[src/slsq_pkg.sv]
// Purpose: shared constants and types of the status indicator sequencer
// Assumes: 20 MHz aclk, 8-bit AXI4-Lite byte addresses
// Notes:   all offsets are byte addresses of aligned 32-bit words
package slsq_pkg;

  // ----------------------------------------------------------------------
  // geometry
  // ----------------------------------------------------------------------
  localparam int NUM_PORTS = 6;
  localparam int NUM_LEDS  = 2 * NUM_PORTS + 2;
  localparam int LED_HEALTH = 2 * NUM_PORTS;
  localparam int LED_RING   = 2 * NUM_PORTS + 1;

  // ----------------------------------------------------------------------
  // timing
  // ----------------------------------------------------------------------
  localparam int CLK_HZ       = 20_000_000;
  localparam int SEC_MS       = 1000;
  localparam int BLINK_MS     = 250;
  localparam int SEC_CYCLES   = CLK_HZ / 1000 * SEC_MS;
  localparam int BLINK_CYCLES = CLK_HZ / 1000 * BLINK_MS;
  localparam logic [6:0] LAMP_START_S = 7'h1e;
  localparam logic [6:0] LAMP_END_S   = 7'h28;
  localparam logic [6:0] FAIL_S       = 7'h3c;

  // ----------------------------------------------------------------------
  // register map
  // ----------------------------------------------------------------------
  localparam logic [7:0] ADDR_CTRL       = 8'h00;
  localparam logic [7:0] ADDR_STEP       = 8'h04;
  localparam logic [7:0] ADDR_RESULT     = 8'h08;
  localparam logic [7:0] ADDR_STATUS     = 8'h0c;
  localparam logic [7:0] ADDR_IRQ_STATUS = 8'h10;
  localparam logic [7:0] ADDR_IRQ_MASK   = 8'h14;
  localparam logic [7:0] ADDR_PORT_BASE  = 8'h20;

  localparam int CTRL_NONFATAL  = 0;
  localparam int CTRL_RING_OK   = 1;
  localparam int RESULT_DONE    = 0;
  localparam int RESULT_FATAL   = 1;
  localparam int STATUS_STATE   = 0;
  localparam int STATUS_SEC     = 8;
  localparam int IRQ_PASS       = 0;
  localparam int IRQ_FAIL       = 1;
  localparam int IRQ_LAMP       = 2;
  localparam int PORT_MODE      = 0;
  localparam int PORT_UNIT      = 4;
  localparam int PORT_FAULT     = 8;

  localparam logic [1:0] CTRL_RESET     = 2'h0;
  localparam logic [2:0] IRQ_MASK_RESET = 3'h0;
  localparam logic [1:0] RESP_OKAY      = 2'h0;
  localparam logic [1:0] RESP_SLVERR    = 2'h2;

  // ----------------------------------------------------------------------
  // types
  // ----------------------------------------------------------------------
  typedef enum logic [2:0] {
    MODE_OFF     = 3'h0,
    MODE_GREEN   = 3'h1,
    MODE_AMBER   = 3'h2,
    MODE_FLASH_G = 3'h3,
    MODE_FLASH_A = 3'h4,
    MODE_ALT     = 3'h5
  } slsq_mode_t;

  typedef enum logic [1:0] {
    UNIT_M  = 2'h0,
    UNIT_S  = 2'h1,
    UNIT_AB = 2'h2
  } slsq_unit_t;

  typedef enum logic [1:0] {
    ST_POWER = 2'h0,
    ST_TEST  = 2'h1,
    ST_RUN   = 2'h3,
    ST_FAIL  = 2'h2
  } slsq_state_t;

endpackage

[src/slsq_led_if.sv]
// Purpose: one bicolor indicator: requested mode and driven colors
// Assumes: mode and colors share aclk
// Notes:   src side chooses the mode, enc side drives the lamps
`timescale 1ns/1ns
interface slsq_led_if;
  slsq_pkg::slsq_mode_t mode;
  logic                 green;
  logic                 amber;
  modport src (output mode, input green, input amber);
  modport enc (input mode, output green, output amber);
endinterface

[src/slsq_led_enc.sv]
// Purpose: turns an indicator mode and the blink phase into lamp drives
// Assumes: phase toggles at the blink rate
// Notes:   colors are registered so top outputs come from flops
`timescale 1ns/1ns
module slsq_led_enc (
  input  wire logic aclk,
  input  wire logic aresetn,
  input  wire logic phase,
  slsq_led_if.enc   led
);

  always_ff @(posedge aclk) begin
    if (!aresetn) begin
      led.green <= 1'b0;
      led.amber <= 1'b0;
    end else begin
      unique case (led.mode)
        slsq_pkg::MODE_GREEN: begin
          led.green <= 1'b1;
          led.amber <= 1'b0;
        end
        slsq_pkg::MODE_AMBER: begin
          led.green <= 1'b0;
          led.amber <= 1'b1;
        end
        slsq_pkg::MODE_FLASH_G: begin
          led.green <= phase;
          led.amber <= 1'b0;
        end
        slsq_pkg::MODE_FLASH_A: begin
          led.green <= 1'b0;
          led.amber <= phase;
        end
        slsq_pkg::MODE_ALT: begin
          // never both colors at once
          led.green <= phase;
          led.amber <= ~phase;
        end
        default: begin
          led.green <= 1'b0;
          led.amber <= 1'b0;
        end
      endcase
    end
  end

endmodule

[src/slsq_top.sv]
// Purpose: front-panel indicator sequencer with an AXI4-Lite register slave
// Assumes: self-test firmware reports steps and the result through registers
// Notes:   one clock; the second rate is an enable pulse and the blink rate a toggling phase, both from dividers
//
// How it works
// - power lamp lights and self-test starts at the first edge after reset
// - health dark, ring lamp toggles per step
// - unit lamps alternate amber/green, seconds 30-40
// - clean pass lights health green steadily
// - fatal result or 60 s timeout keeps dark
// - ring lamp green when ring up, else off
// - each port drives status and unit lamps
// - port status lamp shows six software-set encodings
// - operational encodings only after self-test ends
`timescale 1ns/1ns
module slsq_top #(
  parameter int unsigned SEC_CYCLES   = slsq_pkg::SEC_CYCLES,
  parameter int unsigned BLINK_CYCLES = slsq_pkg::BLINK_CYCLES
) (
  input  wire logic                            aclk,
  input  wire logic                            aresetn,
  input  wire logic [7:0]                      s_axi_awaddr,
  input  wire logic                            s_axi_awvalid,
  output logic                                 s_axi_awready,
  input  wire logic [31:0]                     s_axi_wdata,
  input  wire logic [3:0]                      s_axi_wstrb,
  input  wire logic                            s_axi_wvalid,
  output logic                                 s_axi_wready,
  output logic [1:0]                           s_axi_bresp,
  output logic                                 s_axi_bvalid,
  input  wire logic                            s_axi_bready,
  input  wire logic [7:0]                      s_axi_araddr,
  input  wire logic                            s_axi_arvalid,
  output logic                                 s_axi_arready,
  output logic [31:0]                          s_axi_rdata,
  output logic [1:0]                           s_axi_rresp,
  output logic                                 s_axi_rvalid,
  input  wire logic                            s_axi_rready,
  output logic                                 irq,
  output logic                                 power_led,
  output logic                                 health_led,
  output logic                                 ring_led,
  output logic [slsq_pkg::NUM_PORTS-1:0]       port_led_green,
  output logic [slsq_pkg::NUM_PORTS-1:0]       port_led_amber,
  output logic [slsq_pkg::NUM_PORTS-1:0]       unit_led_green,
  output logic [slsq_pkg::NUM_PORTS-1:0]       unit_led_amber
);

  // ----------------------------------------------------------------------
  // declarations
  // ----------------------------------------------------------------------
  slsq_pkg::slsq_state_t state_q;
  logic                  power_q;
  logic [24:0]           sec_div_q;
  logic [24:0]           blink_div_q;
  logic                  sec_tick;
  logic                  phase_q;
  logic [6:0]            sec_cnt_q;
  logic                  step_q;
  logic                  lamp_win;
  logic [1:0]            ctrl_q;
  logic [2:0]            irq_stat_q;
  logic [2:0]            irq_mask_q;
  logic [2:0]            irq_set;
  logic                  irq_q;
  logic [8:0]            port_q [slsq_pkg::NUM_PORTS];

  logic                  awready_q;
  logic                  wready_q;
  logic                  aw_hold_q;
  logic                  w_hold_q;
  logic [7:0]            awaddr_q;
  logic [31:0]           wdata_q;
  logic [3:0]            wstrb_q;
  logic                  bvalid_q;
  logic [1:0]            bresp_q;
  logic                  arready_q;
  logic                  rvalid_q;
  logic [31:0]           rdata_q;
  logic [1:0]            rresp_q;
  logic                  do_wr;
  logic                  do_rd;
  logic                  wr_hit;
  logic                  rd_hit;
  logic [31:0]           rd_data;
  logic                  step_wr;
  logic                  result_wr;
  logic                  pass_ev;
  logic                  fail_ev;

  slsq_led_if led_if [slsq_pkg::NUM_LEDS] ();

  // ----------------------------------------------------------------------
  // rate dividers
  // ----------------------------------------------------------------------
  assign sec_tick = (sec_div_q == 25'(SEC_CYCLES - 1));

  always_ff @(posedge aclk) begin
    if (!aresetn) begin
      sec_div_q <= '0;
    end else if (sec_tick || state_q != slsq_pkg::ST_TEST) begin
      sec_div_q <= '0;
    end else begin
      sec_div_q <= sec_div_q + 25'h1;
    end
  end

  always_ff @(posedge aclk) begin
    if (!aresetn) begin
      blink_div_q <= '0;
      phase_q     <= 1'b0;
    end else if (blink_div_q == 25'(BLINK_CYCLES - 1)) begin
      blink_div_q <= '0;
      phase_q     <= ~phase_q;
    end else begin
      blink_div_q <= blink_div_q + 25'h1;
    end
  end

  // ----------------------------------------------------------------------
  // power-up sequencer
  // ----------------------------------------------------------------------
  assign step_wr   = do_wr && wr_hit && awaddr_q == slsq_pkg::ADDR_STEP && wstrb_q[0];
  assign result_wr = do_wr && wr_hit && awaddr_q == slsq_pkg::ADDR_RESULT && wstrb_q[0];
  assign pass_ev   = state_q == slsq_pkg::ST_TEST && result_wr && wdata_q[slsq_pkg::RESULT_DONE]
                     && !wdata_q[slsq_pkg::RESULT_FATAL];
  // fatal report or deadline: dark state
  assign fail_ev   = state_q == slsq_pkg::ST_TEST && !pass_ev
                     && ((result_wr && wdata_q[slsq_pkg::RESULT_DONE] && wdata_q[slsq_pkg::RESULT_FATAL])
                     || (sec_tick && sec_cnt_q == slsq_pkg::FAIL_S - 7'h1));
  assign lamp_win  = state_q == slsq_pkg::ST_TEST && sec_cnt_q >= slsq_pkg::LAMP_START_S
                     && sec_cnt_q < slsq_pkg::LAMP_END_S;

  always_ff @(posedge aclk) begin
    if (!aresetn) begin
      state_q <= slsq_pkg::ST_POWER;
      power_q <= 1'b0;
    end else begin
      power_q <= 1'b1;
      unique case (state_q)
        slsq_pkg::ST_POWER: state_q <= slsq_pkg::ST_TEST;
        slsq_pkg::ST_TEST: begin
          if (pass_ev) begin
            state_q <= slsq_pkg::ST_RUN;
          end else if (fail_ev) begin
            state_q <= slsq_pkg::ST_FAIL;
          end
        end
        slsq_pkg::ST_RUN, slsq_pkg::ST_FAIL: ;
      endcase
    end
  end

  always_ff @(posedge aclk) begin
    if (!aresetn) begin
      sec_cnt_q <= '0;
    end else if (state_q == slsq_pkg::ST_TEST && sec_tick && sec_cnt_q != 7'h7f) begin
      sec_cnt_q <= sec_cnt_q + 7'h1;
    end
  end

  // each step flips the ring lamp
  always_ff @(posedge aclk) begin
    if (!aresetn) begin
      step_q <= 1'b0;
    end else if (state_q == slsq_pkg::ST_TEST && step_wr) begin
      step_q <= ~step_q;
    end
  end

  // ----------------------------------------------------------------------
  // indicator modes
  // ----------------------------------------------------------------------
  always_comb begin
    led_if[slsq_pkg::LED_HEALTH].mode = slsq_pkg::MODE_OFF;
    led_if[slsq_pkg::LED_RING].mode   = slsq_pkg::MODE_OFF;
    if (state_q == slsq_pkg::ST_RUN) begin
      led_if[slsq_pkg::LED_HEALTH].mode = ctrl_q[slsq_pkg::CTRL_NONFATAL] ?
        slsq_pkg::MODE_FLASH_G : slsq_pkg::MODE_GREEN;
      led_if[slsq_pkg::LED_RING].mode   = ctrl_q[slsq_pkg::CTRL_RING_OK] ?
        slsq_pkg::MODE_GREEN : slsq_pkg::MODE_OFF;
    end else if (state_q == slsq_pkg::ST_TEST && step_q) begin
      led_if[slsq_pkg::LED_RING].mode   = slsq_pkg::MODE_GREEN;
    end
  end

  genvar gi;
  generate
    for (gi = 0; gi < slsq_pkg::NUM_PORTS; gi++) begin : g_port
      logic [8:0] pw_mux;

      always_comb begin
        pw_mux = port_q[gi];
        if (wstrb_q[0]) begin
          pw_mux[7:0] = wdata_q[7:0];
        end
        if (wstrb_q[1]) begin
          pw_mux[8] = wdata_q[8];
        end
      end

      always_ff @(posedge aclk) begin
        if (!aresetn) begin
          port_q[gi] <= '0;
        end else if (do_wr && wr_hit && awaddr_q == slsq_pkg::ADDR_PORT_BASE + 8'(4 * gi)) begin
          port_q[gi] <= pw_mux;
        end
      end

      // two lamps per port, each with its own encoder
      always_comb begin
        led_if[gi].mode = slsq_pkg::MODE_OFF;
        led_if[slsq_pkg::NUM_PORTS + gi].mode = slsq_pkg::MODE_OFF;
        if (state_q == slsq_pkg::ST_RUN) begin
          led_if[gi].mode = slsq_pkg::slsq_mode_t'(port_q[gi][slsq_pkg::PORT_MODE +: 3]);
          if (port_q[gi][slsq_pkg::PORT_FAULT]) begin
            led_if[slsq_pkg::NUM_PORTS + gi].mode = slsq_pkg::MODE_AMBER;
          end else begin
            unique case (slsq_pkg::slsq_unit_t'(port_q[gi][slsq_pkg::PORT_UNIT +: 2]))
              slsq_pkg::UNIT_M:  led_if[slsq_pkg::NUM_PORTS + gi].mode = slsq_pkg::MODE_OFF;
              slsq_pkg::UNIT_S:  led_if[slsq_pkg::NUM_PORTS + gi].mode = slsq_pkg::MODE_GREEN;
              slsq_pkg::UNIT_AB: led_if[slsq_pkg::NUM_PORTS + gi].mode = slsq_pkg::MODE_FLASH_G;
              default:           led_if[slsq_pkg::NUM_PORTS + gi].mode = slsq_pkg::MODE_OFF;
            endcase
          end
        end else if (lamp_win) begin
          led_if[slsq_pkg::NUM_PORTS + gi].mode = slsq_pkg::MODE_ALT;
        end
      end

      assign port_led_green[gi] = led_if[gi].green;
      assign port_led_amber[gi] = led_if[gi].amber;
      assign unit_led_green[gi] = led_if[slsq_pkg::NUM_PORTS + gi].green;
      assign unit_led_amber[gi] = led_if[slsq_pkg::NUM_PORTS + gi].amber;
    end

    for (gi = 0; gi < slsq_pkg::NUM_LEDS; gi++) begin : g_enc
      slsq_led_enc u_enc (
        .aclk    (aclk),
        .aresetn (aresetn),
        .phase   (phase_q),
        .led     (led_if[gi])
      );
    end
  endgenerate

  assign health_led = led_if[slsq_pkg::LED_HEALTH].green;
  assign ring_led   = led_if[slsq_pkg::LED_RING].green;
  assign power_led  = power_q;

  // ----------------------------------------------------------------------
  // control, interrupt status and mask
  // ----------------------------------------------------------------------
  assign irq_set = {state_q == slsq_pkg::ST_TEST && sec_tick && sec_cnt_q == slsq_pkg::LAMP_START_S - 7'h1,
                    fail_ev, pass_ev};

  always_ff @(posedge aclk) begin
    if (!aresetn) begin
      ctrl_q <= slsq_pkg::CTRL_RESET;
    end else if (do_wr && wr_hit && awaddr_q == slsq_pkg::ADDR_CTRL && wstrb_q[0]) begin
      ctrl_q <= wdata_q[1:0];
    end
  end

  always_ff @(posedge aclk) begin
    if (!aresetn) begin
      irq_mask_q <= slsq_pkg::IRQ_MASK_RESET;
    end else if (do_wr && wr_hit && awaddr_q == slsq_pkg::ADDR_IRQ_MASK && wstrb_q[0]) begin
      irq_mask_q <= wdata_q[2:0];
    end
  end

  // read clears, but an event in the same cycle survives
  always_ff @(posedge aclk) begin
    if (!aresetn) begin
      irq_stat_q <= '0;
    end else if (do_rd && s_axi_araddr == slsq_pkg::ADDR_IRQ_STATUS) begin
      irq_stat_q <= irq_set;
    end else begin
      irq_stat_q <= irq_stat_q | irq_set;
    end
  end

  always_ff @(posedge aclk) begin
    if (!aresetn) begin
      irq_q <= 1'b0;
    end else begin
      irq_q <= |(irq_stat_q & irq_mask_q);
    end
  end

  assign irq = irq_q;

  // ----------------------------------------------------------------------
  // axi4-lite slave
  // ----------------------------------------------------------------------
  assign do_wr  = aw_hold_q && w_hold_q && !bvalid_q;
  assign do_rd  = s_axi_arvalid && arready_q;
  assign wr_hit = awaddr_q[1:0] == 2'h0 && (awaddr_q <= slsq_pkg::ADDR_IRQ_MASK
                  || (awaddr_q >= slsq_pkg::ADDR_PORT_BASE
                  && awaddr_q < slsq_pkg::ADDR_PORT_BASE + 8'(4 * slsq_pkg::NUM_PORTS)))
                  && awaddr_q != slsq_pkg::ADDR_STATUS && awaddr_q != slsq_pkg::ADDR_IRQ_STATUS;

  always_comb begin
    rd_hit  = 1'b1;
    rd_data = '0;
    unique case (s_axi_araddr)
      slsq_pkg::ADDR_CTRL:       rd_data[1:0] = ctrl_q;
      slsq_pkg::ADDR_STATUS: begin
        rd_data[slsq_pkg::STATUS_STATE +: 2] = state_q;
        rd_data[slsq_pkg::STATUS_SEC +: 7]   = sec_cnt_q;
      end
      slsq_pkg::ADDR_IRQ_STATUS: rd_data[2:0] = irq_stat_q;
      slsq_pkg::ADDR_IRQ_MASK:   rd_data[2:0] = irq_mask_q;
      default: begin
        rd_hit = 1'b0;
        for (int p = 0; p < slsq_pkg::NUM_PORTS; p++) begin
          if (s_axi_araddr == slsq_pkg::ADDR_PORT_BASE + 8'(4 * p)) begin
            rd_hit       = 1'b1;
            rd_data[8:0] = port_q[p];
          end
        end
      end
    endcase
  end

  always_ff @(posedge aclk) begin
    if (!aresetn) begin
      awready_q <= 1'b1;
      aw_hold_q <= 1'b0;
      awaddr_q  <= '0;
      wready_q  <= 1'b1;
      w_hold_q  <= 1'b0;
      wdata_q   <= '0;
      wstrb_q   <= '0;
      bvalid_q  <= 1'b0;
      bresp_q   <= slsq_pkg::RESP_OKAY;
    end else begin
      if (s_axi_awvalid && awready_q) begin
        awready_q <= 1'b0;
        aw_hold_q <= 1'b1;
        awaddr_q  <= s_axi_awaddr;
      end
      if (s_axi_wvalid && wready_q) begin
        wready_q <= 1'b0;
        w_hold_q <= 1'b1;
        wdata_q  <= s_axi_wdata;
        wstrb_q  <= s_axi_wstrb;
      end
      if (do_wr) begin
        bvalid_q <= 1'b1;
        bresp_q  <= wr_hit ? slsq_pkg::RESP_OKAY : slsq_pkg::RESP_SLVERR;
      end
      if (bvalid_q && s_axi_bready) begin
        bvalid_q  <= 1'b0;
        aw_hold_q <= 1'b0;
        w_hold_q  <= 1'b0;
        awready_q <= 1'b1;
        wready_q  <= 1'b1;
      end
    end
  end

  always_ff @(posedge aclk) begin
    if (!aresetn) begin
      arready_q <= 1'b1;
      rvalid_q  <= 1'b0;
      rdata_q   <= '0;
      rresp_q   <= slsq_pkg::RESP_OKAY;
    end else if (do_rd) begin
      arready_q <= 1'b0;
      rvalid_q  <= 1'b1;
      rdata_q   <= rd_data;
      rresp_q   <= rd_hit ? slsq_pkg::RESP_OKAY : slsq_pkg::RESP_SLVERR;
    end else if (rvalid_q && s_axi_rready) begin
      arready_q <= 1'b1;
      rvalid_q  <= 1'b0;
    end
  end

  assign s_axi_awready = awready_q;
  assign s_axi_wready  = wready_q;
  assign s_axi_bvalid  = bvalid_q;
  assign s_axi_bresp   = bresp_q;
  assign s_axi_arready = arready_q;
  assign s_axi_rvalid  = rvalid_q;
  assign s_axi_rdata   = rdata_q;
  assign s_axi_rresp   = rresp_q;

endmodule

[config.mk]
export PLATFORM = sky130hd
export DESIGN_NAME = slsq_top
export DESIGN_NICKNAME = d
export VERILOG_FILES = /design/src/slsq_pkg.sv /design/src/slsq_led_if.sv /design/src/slsq_led_enc.sv /design/src/slsq_top.sv
export SDC_FILE = /design/constraint.sdc
export NUM_CORES = 1
export LEC_CHECK = 0
export BUFFER_PORTS_ARGS = -buffer_cell sky130_fd_sc_hd__buf_4
export CORE_UTILIZATION = 55
export DETAILED_ROUTE_END_ITERATION = 8
export GPL_ROUTABILITY_DRIVEN = 0
export GPL_TIMING_DRIVEN = 0
export PLACE_DENSITY = 0.83
export SLEW_MARGIN = 40
export SYNTH_ARGS = -nofsm -noshare
export SYNTH_HDL_FRONTEND = slang
export SYNTH_SLANG_ARGS = --single-unit
[constraint.sdc]
create_clock -name aclk -period 2.65 [get_ports aclk]
set_clock_uncertainty 0.05 [all_clocks]
set_input_delay 0.3975 -clock aclk [delete_from_list [all_inputs] [get_ports aclk]]
set_output_delay 0.3975 -clock aclk [all_outputs]
set_load 0.05 [all_outputs]
# After elaboration in Yosys (flattened, before gate mapping)
# Memories as Yosys holds them, arrays and structs flattened.
# Cells that the tools add are included.
[word_totals]
register_bits = 142
ramBits = 54
input_bits = 59
out_inout_bits = 69
elab_cells = 375
n_memories = 1
[op_classes]
n_addsub = 3
magnitude_cmp = 5
eq_ne = 107
n_mux = 122
bitwise = 11
reduce_logical = 76
[memory_table]
columns = ["name", "words", "word_bits", "read_ports", "rd_clocked_by_memory_dff", "wr", "line", "source"]
rows = [
  ["port_q", 6, 9, 6, 0, 6, "slsq_top.sv:66", "logic [8:0] port_q [slsq_pkg::NUM_PORTS];"],
]
[op_table]
columns = ["operator", "count"]
rows = [
  ["$mux W9", 12],
  ["$eq A8 B6 Y1 const B", 12],
  ["$eq A3 B2 Y1 const B", 24],
  ["$eq A3 B3 Y1 const B", 24],
  ["$add A25 B1 Y25 const B", 2],
  ["$mux W8", 6],
  ["$logic_and A1 B1 Y1", 42],
  ["$mux W3", 14],
  ["$mux W1", 40],
  ["$pmux W1 S3", 13],
  ["$eq A3 B1 Y1 const B", 12],
  ["$reduce_or A2 Y1", 18],
  ["$pmux W1 S2", 15],
  ["$pmux W2 S2", 7],
  ["$eq A25 B23 Y1 const B", 1],
  ["$eq A25 B25 Y1 const B", 1],
  ["$eq A8 B5 Y1 const B", 3],
  ["$mux W2", 12],
  ["$eq A2 B1 Y1 const B", 8],
  ["$eq A2 B2 Y1 const B", 8],
  ["$eq A8 B4 Y1 const B", 2],
  ["$logic_not A8 Y1", 2],
  ["$eq A8 B3 Y1 const B", 1],
  ["$ge A8 B6 Y1 const B", 1],
  ["other kinds (30)", 44],
]

# Longest topological paths before layout
# Gate-level depths: netlist (run 1).
[logic_depth]
depth_word = 18
ltp_mapped = 8
ltp_nobuf = 7

# Cells and area by module
# A second synthesis (run 1) with hierarchy kept.
[hier_totals]
cells_unflattened = 1059
hier_area_um2 = 9678.0
[modules_own_cells]
columns = ["mod", "instances", "cells_each", "area_each_um2", "seq_area_each_um2"]
rows = [
  ["slsq_top", 1, 905, 8329.2, 3903.7],
  ["slsq_led_enc", 14, 11, 96.3, 40.0],
]

# Worst setup path before layout (run 1)
# No wires, ideal clock.
[synth_timing]
path_kind = "register to register"
start = "reg awaddr_q[0]"
end = "mem port_q[2][0], enable pin"
setup_time_ns = 0.329
arrival_ns = 2.019
required_ns = 2.271
path_slack_ns = 0.252
stages_incl_launch_ff = 6
path_buffers = 0
synth_period_minus_slack_ns = 2.398
cell_sequence = "dfxtp_1 > or4_4 > or4_4 > nor3b_4 > nand2_1 > nand2_1"
[synth_lines]
columns = ["item", "line", "source"]
rows = [
  ["from (decl)", "slsq_top.sv:72", "logic [7:0] awaddr_q;"],
  ["from (signal assigned)", "slsq_top.sv:342", "awaddr_q <= s_axi_awaddr;"],
  ["to (decl)", "slsq_top.sv:66", ""],
]

==> results of run 1 <==
==> worst register-to-register path, stage by stage, from the launching register on <==
cell and delay, ns:
dfxtp_1 0.37, or4_4 0.58, nor4_4 0.38, and3_1 0.27, clkbuf_2 0.27, nand2_1 0.10
nand2_2 0.23
==> worst paths after layout <==
| kind | start | end | slack, ns | cells past startpoint |
|---|---|---|---|---|
| worst max-delay path | awaddr_q[0] | port_q[3][7] | 0.07 | 6 |
| worst min-delay path | aresetn | power_led | 0.05 | 1 |
| worst max register to register | awaddr_q[0] | port_q[3][7] | 0.07 | 6 |
| worst min register to register | s_axi_rdata[14] | s_axi_rdata[14] | 0.40 | 2 |
==> cell families after synthesis <==
family                     synth area share [%]
buffers and inverters                      6.53
AOI/OAI and AO/OA                          9.09
and+or+nand+nor                            25.1
adders and majority gates                  2.20
xor gates and xnor gates                   4.96
other                                    0.0416
DFF                                        49.1
muxes                                      2.99
==> per-stage QoR <==
stage,TNS [ns],std cells,instance area (µm²),worst slack [ns]
after CTS,0,1308,10600,0.00604
after detailed placement,-6.34,1275,9960,-0.291
after floorplan,0,978,9070,0.252
after global routing,-0.00777,1308,10600,-0.00364
after global placement,-5.06,1275,9950,-0.237
final,0,1308,10600,0.0737
==> area by class of cell <==
| class | count | area [µm²] | share of cell area, % |
|---|---|---|---|
| plain buffers | 90 | 514 | 4.83 |
| clock buffers | 18 | 429 | 4.03 |
| well taps | 216 | 270 | 2.54 |
| multi-input cells | 673 | 4110 | 38.6 |
| inverters | 21 | 78.8 | 0.741 |
| repair buffers | 82 | 616 | 5.79 |
| clock inverters | 14 | 198 | 1.86 |
| flip-flops and latches | 194 | 4420 | 41.6 |
==> power by group through the flow <==
stage	clock network, µW	registers, µW	logic (µW)
after floorplan	0	3240	298
after global placement	0	3230	453
after detailed placement	0	3230	457
after CTS	2750	3170	463
after global routing	2850	3180	506
final	2720	3170	467
==> state kept, by name, indices dropped and copies added, names as in the netlist, 2 cells and up <==
signal                 count
blink_div_q               25
state_q                    2
ctrl_q                     2
g_enc.u_enc.led.amber     12
awaddr_q                   8
port_q                    54
g_enc.u_enc.led.green     14
wdata_q                    9
wstrb_q                    2
irq_mask_q                 3
irq_stat_q                 3
s_axi_rdata               15
sec_div_q                 25
sec_cnt_q                  7
==> timing repair <==
item | 4_1_cts | 5_1_grt
gates cloned | 0 | 0
pin swaps | 2 | 0
resized for setup | 9 | 3
buffers inserted | 1 | 0
hold endpoints to repair | 0 | 0
endpoints found under the setup margin | 40 | 24
==> metal layers <==
layer | up-vias | GRT usage, % | wire (µm)
met5 | - | 0 | 0
met4 | 0 | 11.7 | 595
met3 | 54 | 6.48 | 1750
met2 | 332 | 40.4 | 9420
met1 | 3327 | 33.0 | 9030
li1 | 3517 | - | -
==> layout by cell type (no fill, tap or decap), types with 19 or more instances in the layout <==
cell	count
a21oi_1	60
and2_1	49
buf_4	125
clkbuf_1	34
conb_1	19
dfxtp_1	140
edfxtp_1	54
inv_1	20
nand2_1	109
nand3_1	38
nor2_1	94
o21ai_0	22
xor2_1	33
==> results.py, run 1 <==
metrics = {
    "outcome": {
        "outcome": "finished clean",
    },
    "finish": {
        "fin_nets": 1149,
        "num_antenna_cells": 0,
        "final_core_util_pct": 66.7,
        "drive_gt1_share_pct": 18.8,
        "areaGrowthSynthToFinish_pct": 18.1,
        "fillers": 1256,
    },
    "synthesis": {
        "yosys.area.top_type": "dfxtp_1",
        "synthArstFlopShare_pct": 0,
        "netlist_area_mm2": 0.00900,
        "synth_ff_type": "dfxtp_1",
        "ys_seq_area_share_pct": 49.1,
        "syn_inst": 960,
        "yosys_warnings": 0,
        "synth_top_area_share_pct": 31.1,
        "synth-edff-count": 54,
        "syn_avg_cell_area_um2": 9.38,
        "ys_types": 66,
        "ys_top_cells_by_count": "140 x dfxtp_1, 114 x nand2_1, 94 x nor2_1, 60 x a21oi_1, 54 x edfxtp_1",
        "ys_seq_elements": 194,
        "synthTopCellsByArea": "dfxtp_1 31%, edfxtp_1 18%, nand2_1 4.8%",
        "synth_most_common_cell": "dfxtp_1",
    },
    "worst_setup_path": {
        "crit_type": "reg2reg",
        "path_delay_family": "simple AND/OR/NAND/NOR gates",
        "start_kind": "flop",
        "required_ns": 2.72,
        "slowest_delay_ns": 0.58,
        "slowest_stage": "or4_4",
        "crit_chain": "or4_4, nor4_4, and3_1, clkbuf_2, nand2_1, nand2_2",
        "worst-path-buf-inv": 1,
        "critPathMaxFanout": 10,
        "cp-end-kind": "flop",
        "critPathArrivalTime_ns": 2.65,
    },
    "routing": {
        "via_count": 7230,
        "detail_route.wirelength_um": 20800,
        "ant_nets": 0,
        "drtPass1Iterations": 6,
        "drtIter0Drc": 707,
        "drc_errors": 0,
        "wire_per_inst_um": 15.9,
        "viasPerCell": 5.53,
    },
    "power": {
        "p_int_uw": 4780,
        "cellPowerDensity_mw_per_mm2": 598,
        "seqPwrFrac_pct": 49.8,
        "netSwitchingFraction_pct": 24.8,
        "p_clk_share_pct": 42.8,
        "leakage_uw": 0.00404,
        "p_sw_uw": 1580,
        "pwr-share-comb_pct": 7.3,
        "p_total_uw": 6360,
        "ir_drop_mv": 0.506,
    },
    "floorplanning": {
        "die_area_mm2": 0.0169,
        "chipWidth_um": 130,
        "fp.dieH_um": 130,
        "start_util_pct": 56.5,
        "coreArea_mm2": 0.0159,
        "num_rows": 46,
        "pin_count": 128,
    },
    "min_path": {
        "hp-class": "in2reg",
    },
    "grt": {
        "antenna_found_initial": 0,
        "grt_start_max_net_pins": 19,
        "grt_use_total_pct": 25.5,
        "grt_pass1_wl_um": 32900,
        "grt_overflow_total": 0,
        "grt_pass1_vias": 6576,
    },
    "clocking": {
        "numCtsBuffers": 17,
        "root_buffer": "clkbuf_16",
        "cts.sinks": 194,
        "cts_hold_buf": 0,
        "clk_latency_ns": 0.44,
        "h-tree-depth": 4,
        "cts_max_path_buffers": 2,
        "clk_pin_slew_ns": 0.07,
        "cts_tree": "built",
    },
    "run": {
        "max_cap_violations": 0,
    },
    "sta": {
        "setup_viol": 0,
        "fin_crit_sh_pct": 97.2,
        "rsz0062_at_grt": "yes",
        "final_hold_viol_count": 0,
        "holdWs_ns": 0.0459,
        "relSlewSlack_pct": 42.7,
        "max_freq_mhz": 388,
        "tightest_slew_ns": 0.852,
        "min_period_ns": 2.58,
        "drv_slew": 0,
    },
    "placement": {
        "portBuffers": 81,
        "dp_hpwl_um": 15200,
    },
}
No activity file was read; power rests on OpenSTA's default activity.
==> run 2: changes to the inputs <==
- SYNTH_HIERARCHICAL: default -> 1
==> results.py, run 2 <==
metrics = {
    "finish": {
        "top_register": "port_q",
        "num_antenna_cells": 0,
        "mostFrequentLayoutCell": "dfxtp_1",
        "fin_nets": 1239,
        "top_regs": "port_q (54), blink_div_q (25), sec_div_q (25)",
        "areaGrowthSynthToFinish_pct": 16.5,
        "layout_common_cells": "139 x dfxtp_1, 128 x buf_4, 117 x nand2_1",
        "drive_gt1_share_pct": 19.0,
        "largest_reg_flops": 54,
        "fin_area_mm2": 0.0112,
    },
    "floorplanning": {
        "pin_count": 128,
        "fp.dieH_um": 134,
        "num_rows": 47,
        "chipWidth_um": 134,
        "die_area_mm2": 0.0179,
        "coreArea_mm2": 0.0168,
        "start_util_pct": 56.9,
    },
    "grt": {
        "grt_start_max_net_pins": 29,
        "grt_overflow_total": 0,
        "grt_use_total_pct": 25.5,
        "grt_pass1_vias": 7219,
        "grt_pass1_wl_um": 35900,
        "antenna_found_initial": 0,
    },
    "worst_setup_path": {
        "crit_type": "in2reg",
        "required_ns": 2.68,
        "critPathArrivalTime_ns": 2.62,
        "worstRegToRegCells": 5,
        "critPathMaxFanout": 28,
        "start_kind": "primary input",
        "cp-end-kind": "flop",
    },
    "sta": {
        "fin_crit_sh_pct": 97.8,
        "setup_viol": 0,
        "max_freq_mhz": 386,
        "tightest_slew_ns": 0.800,
        "rsz0062_at_grt": "yes",
        "worst_slack_ns": 0.0592,
        "relSlewSlack_pct": 46.3,
        "final_hold_viol_count": 0,
        "min_period_ns": 2.59,
        "drv_slew": 0,
        "holdWs_ns": 0.102,
    },
    "synthesis": {
        "syn_inst": 1047,
        "yosys_warnings": 6,
        "netlist_area_mm2": 0.00958,
        "syn_avg_cell_area_um2": 9.15,
    },
    "clocking": {
        "cts_tree": "built",
        "h-tree-depth": 4,
        "numCtsBuffers": 17,
        "cts_max_path_buffers": 2,
        "root_buffer": "clkbuf_16",
        "clk_pin_slew_ns": 0.07,
        "cts_hold_buf": 0,
        "clk_latency_ns": 0.44,
        "cts.sinks": 194,
    },
    "min_path": {
        "hp-class": "in2reg",
        "min_path_cells": 2,
    },
    "placement": {
        "placed_area_mm2": 0.0105,
        "dp_hpwl_um": 16000,
        "dp_slack_ns": -0.350,
        "portBuffers": 81,
    },
    "power": {
        "ir_drop_mv": 0.543,
        "cellPowerDensity_mw_per_mm2": 560,
        "leakage_uw": 0.00438,
    },
    "routing": {
        "drtIter0Drc": 636,
        "drc_errors": 0,
        "viasPerCell": 5.58,
        "via_count": 7817,
        "drtPass1Iterations": 5,
        "wire_per_inst_um": 15.8,
        "detail_route.wirelength_um": 22200,
        "ant_nets": 0,
    },
    "outcome": {
        "outcome": "finished clean",
    },
    "run": {
        "max_cap_violations": 0,
    },
}
## run 2: changes by cell type in the layout (fill, tap and decap cells not counted), moves of 10 or more
cell | previous run | this run
inv_1 | 20 | 33
nand3b_1 | 5 | 15
a21boi_1 | 0 | 12
o21ai_0 | 22 | 34
nor3_1 | 11 | 23
a21oi_1 | 60 | 42
nor3b_1 | 14 | 2
nor2_1 | 94 | 112
and3_1 | 18 | 32
nor2_2 | 0 | 17
maj3_2 | 0 | 14
nand2b_1 | 13 | 3
## run 2: stage by stage
step	std cells	util (%)	setup TNS [ns]	total power (µW)
2_1_floorplan	1068	-	0	3540
3_3_place_gp	1369	62.7	-7.70	3690
3_5_place_dp	1369	62.7	-7.73	3700
4_1_cts	1401	66.2	0	6260
5_1_grt	1402	66.3	-2.25	6430
6_report	1402	66.3	0	6240
## run 2: report_power, final
group          total [µW]  switching (µW)  internal (µW)
Combinational         470             316            154
Sequential           3170            64.0           3110
Clock                2600            1110           1490
Total                6240            1490           4750
## run 2: cell type report
| type | count | area, µm² |
|---|---|---|
| plain buffers | 81 | 484 |
| clock buffers | 19 | 433 |
| multi-input cells | 758 | 4620 |
| clock inverters | 13 | 163 |
| well taps | 220 | 275 |
| fillers | 1376 | 5670 |
| flip-flops and latches | 194 | 4430 |
| inverters | 35 | 135 |
| repair buffers | 82 | 616 |
## run 2: per-layer routing
metal	global-route usage [%]	up-vias	routed length, µm
li1	-	3817	-
met1	32.9	3653	9340
met2	41.7	305	10500
met3	6.12	42	1750
met4	9.41	0	567
met5	0	-	0
## run 2: critical path, stage by stage
cell and delay, ns:
buf_4 0.25, clkbuf_1 0.42, nand3b_1 0.34, nor2_1 0.68, nand2_1 0.12, nand2_1 0.39
## run 2: worst paths after layout
check          startpoint  slack [ns]      endpoint
max               aresetn        0.06  port_q[2][2]
max reg2reg   awaddr_q[0]        0.11  port_q[0][0]
min          s_axi_wvalid        0.10  s_axi_wready
min reg2reg  sec_div_q[0]        0.40  sec_div_q[0]
## run 2: what timing repair did
item / CTS / global route
setup buffers: 0 / 1
gates resized for setup: 0 / 1
endpoints found under the hold margin: 0 / 0
setup endpoints to repair: 0 / 32
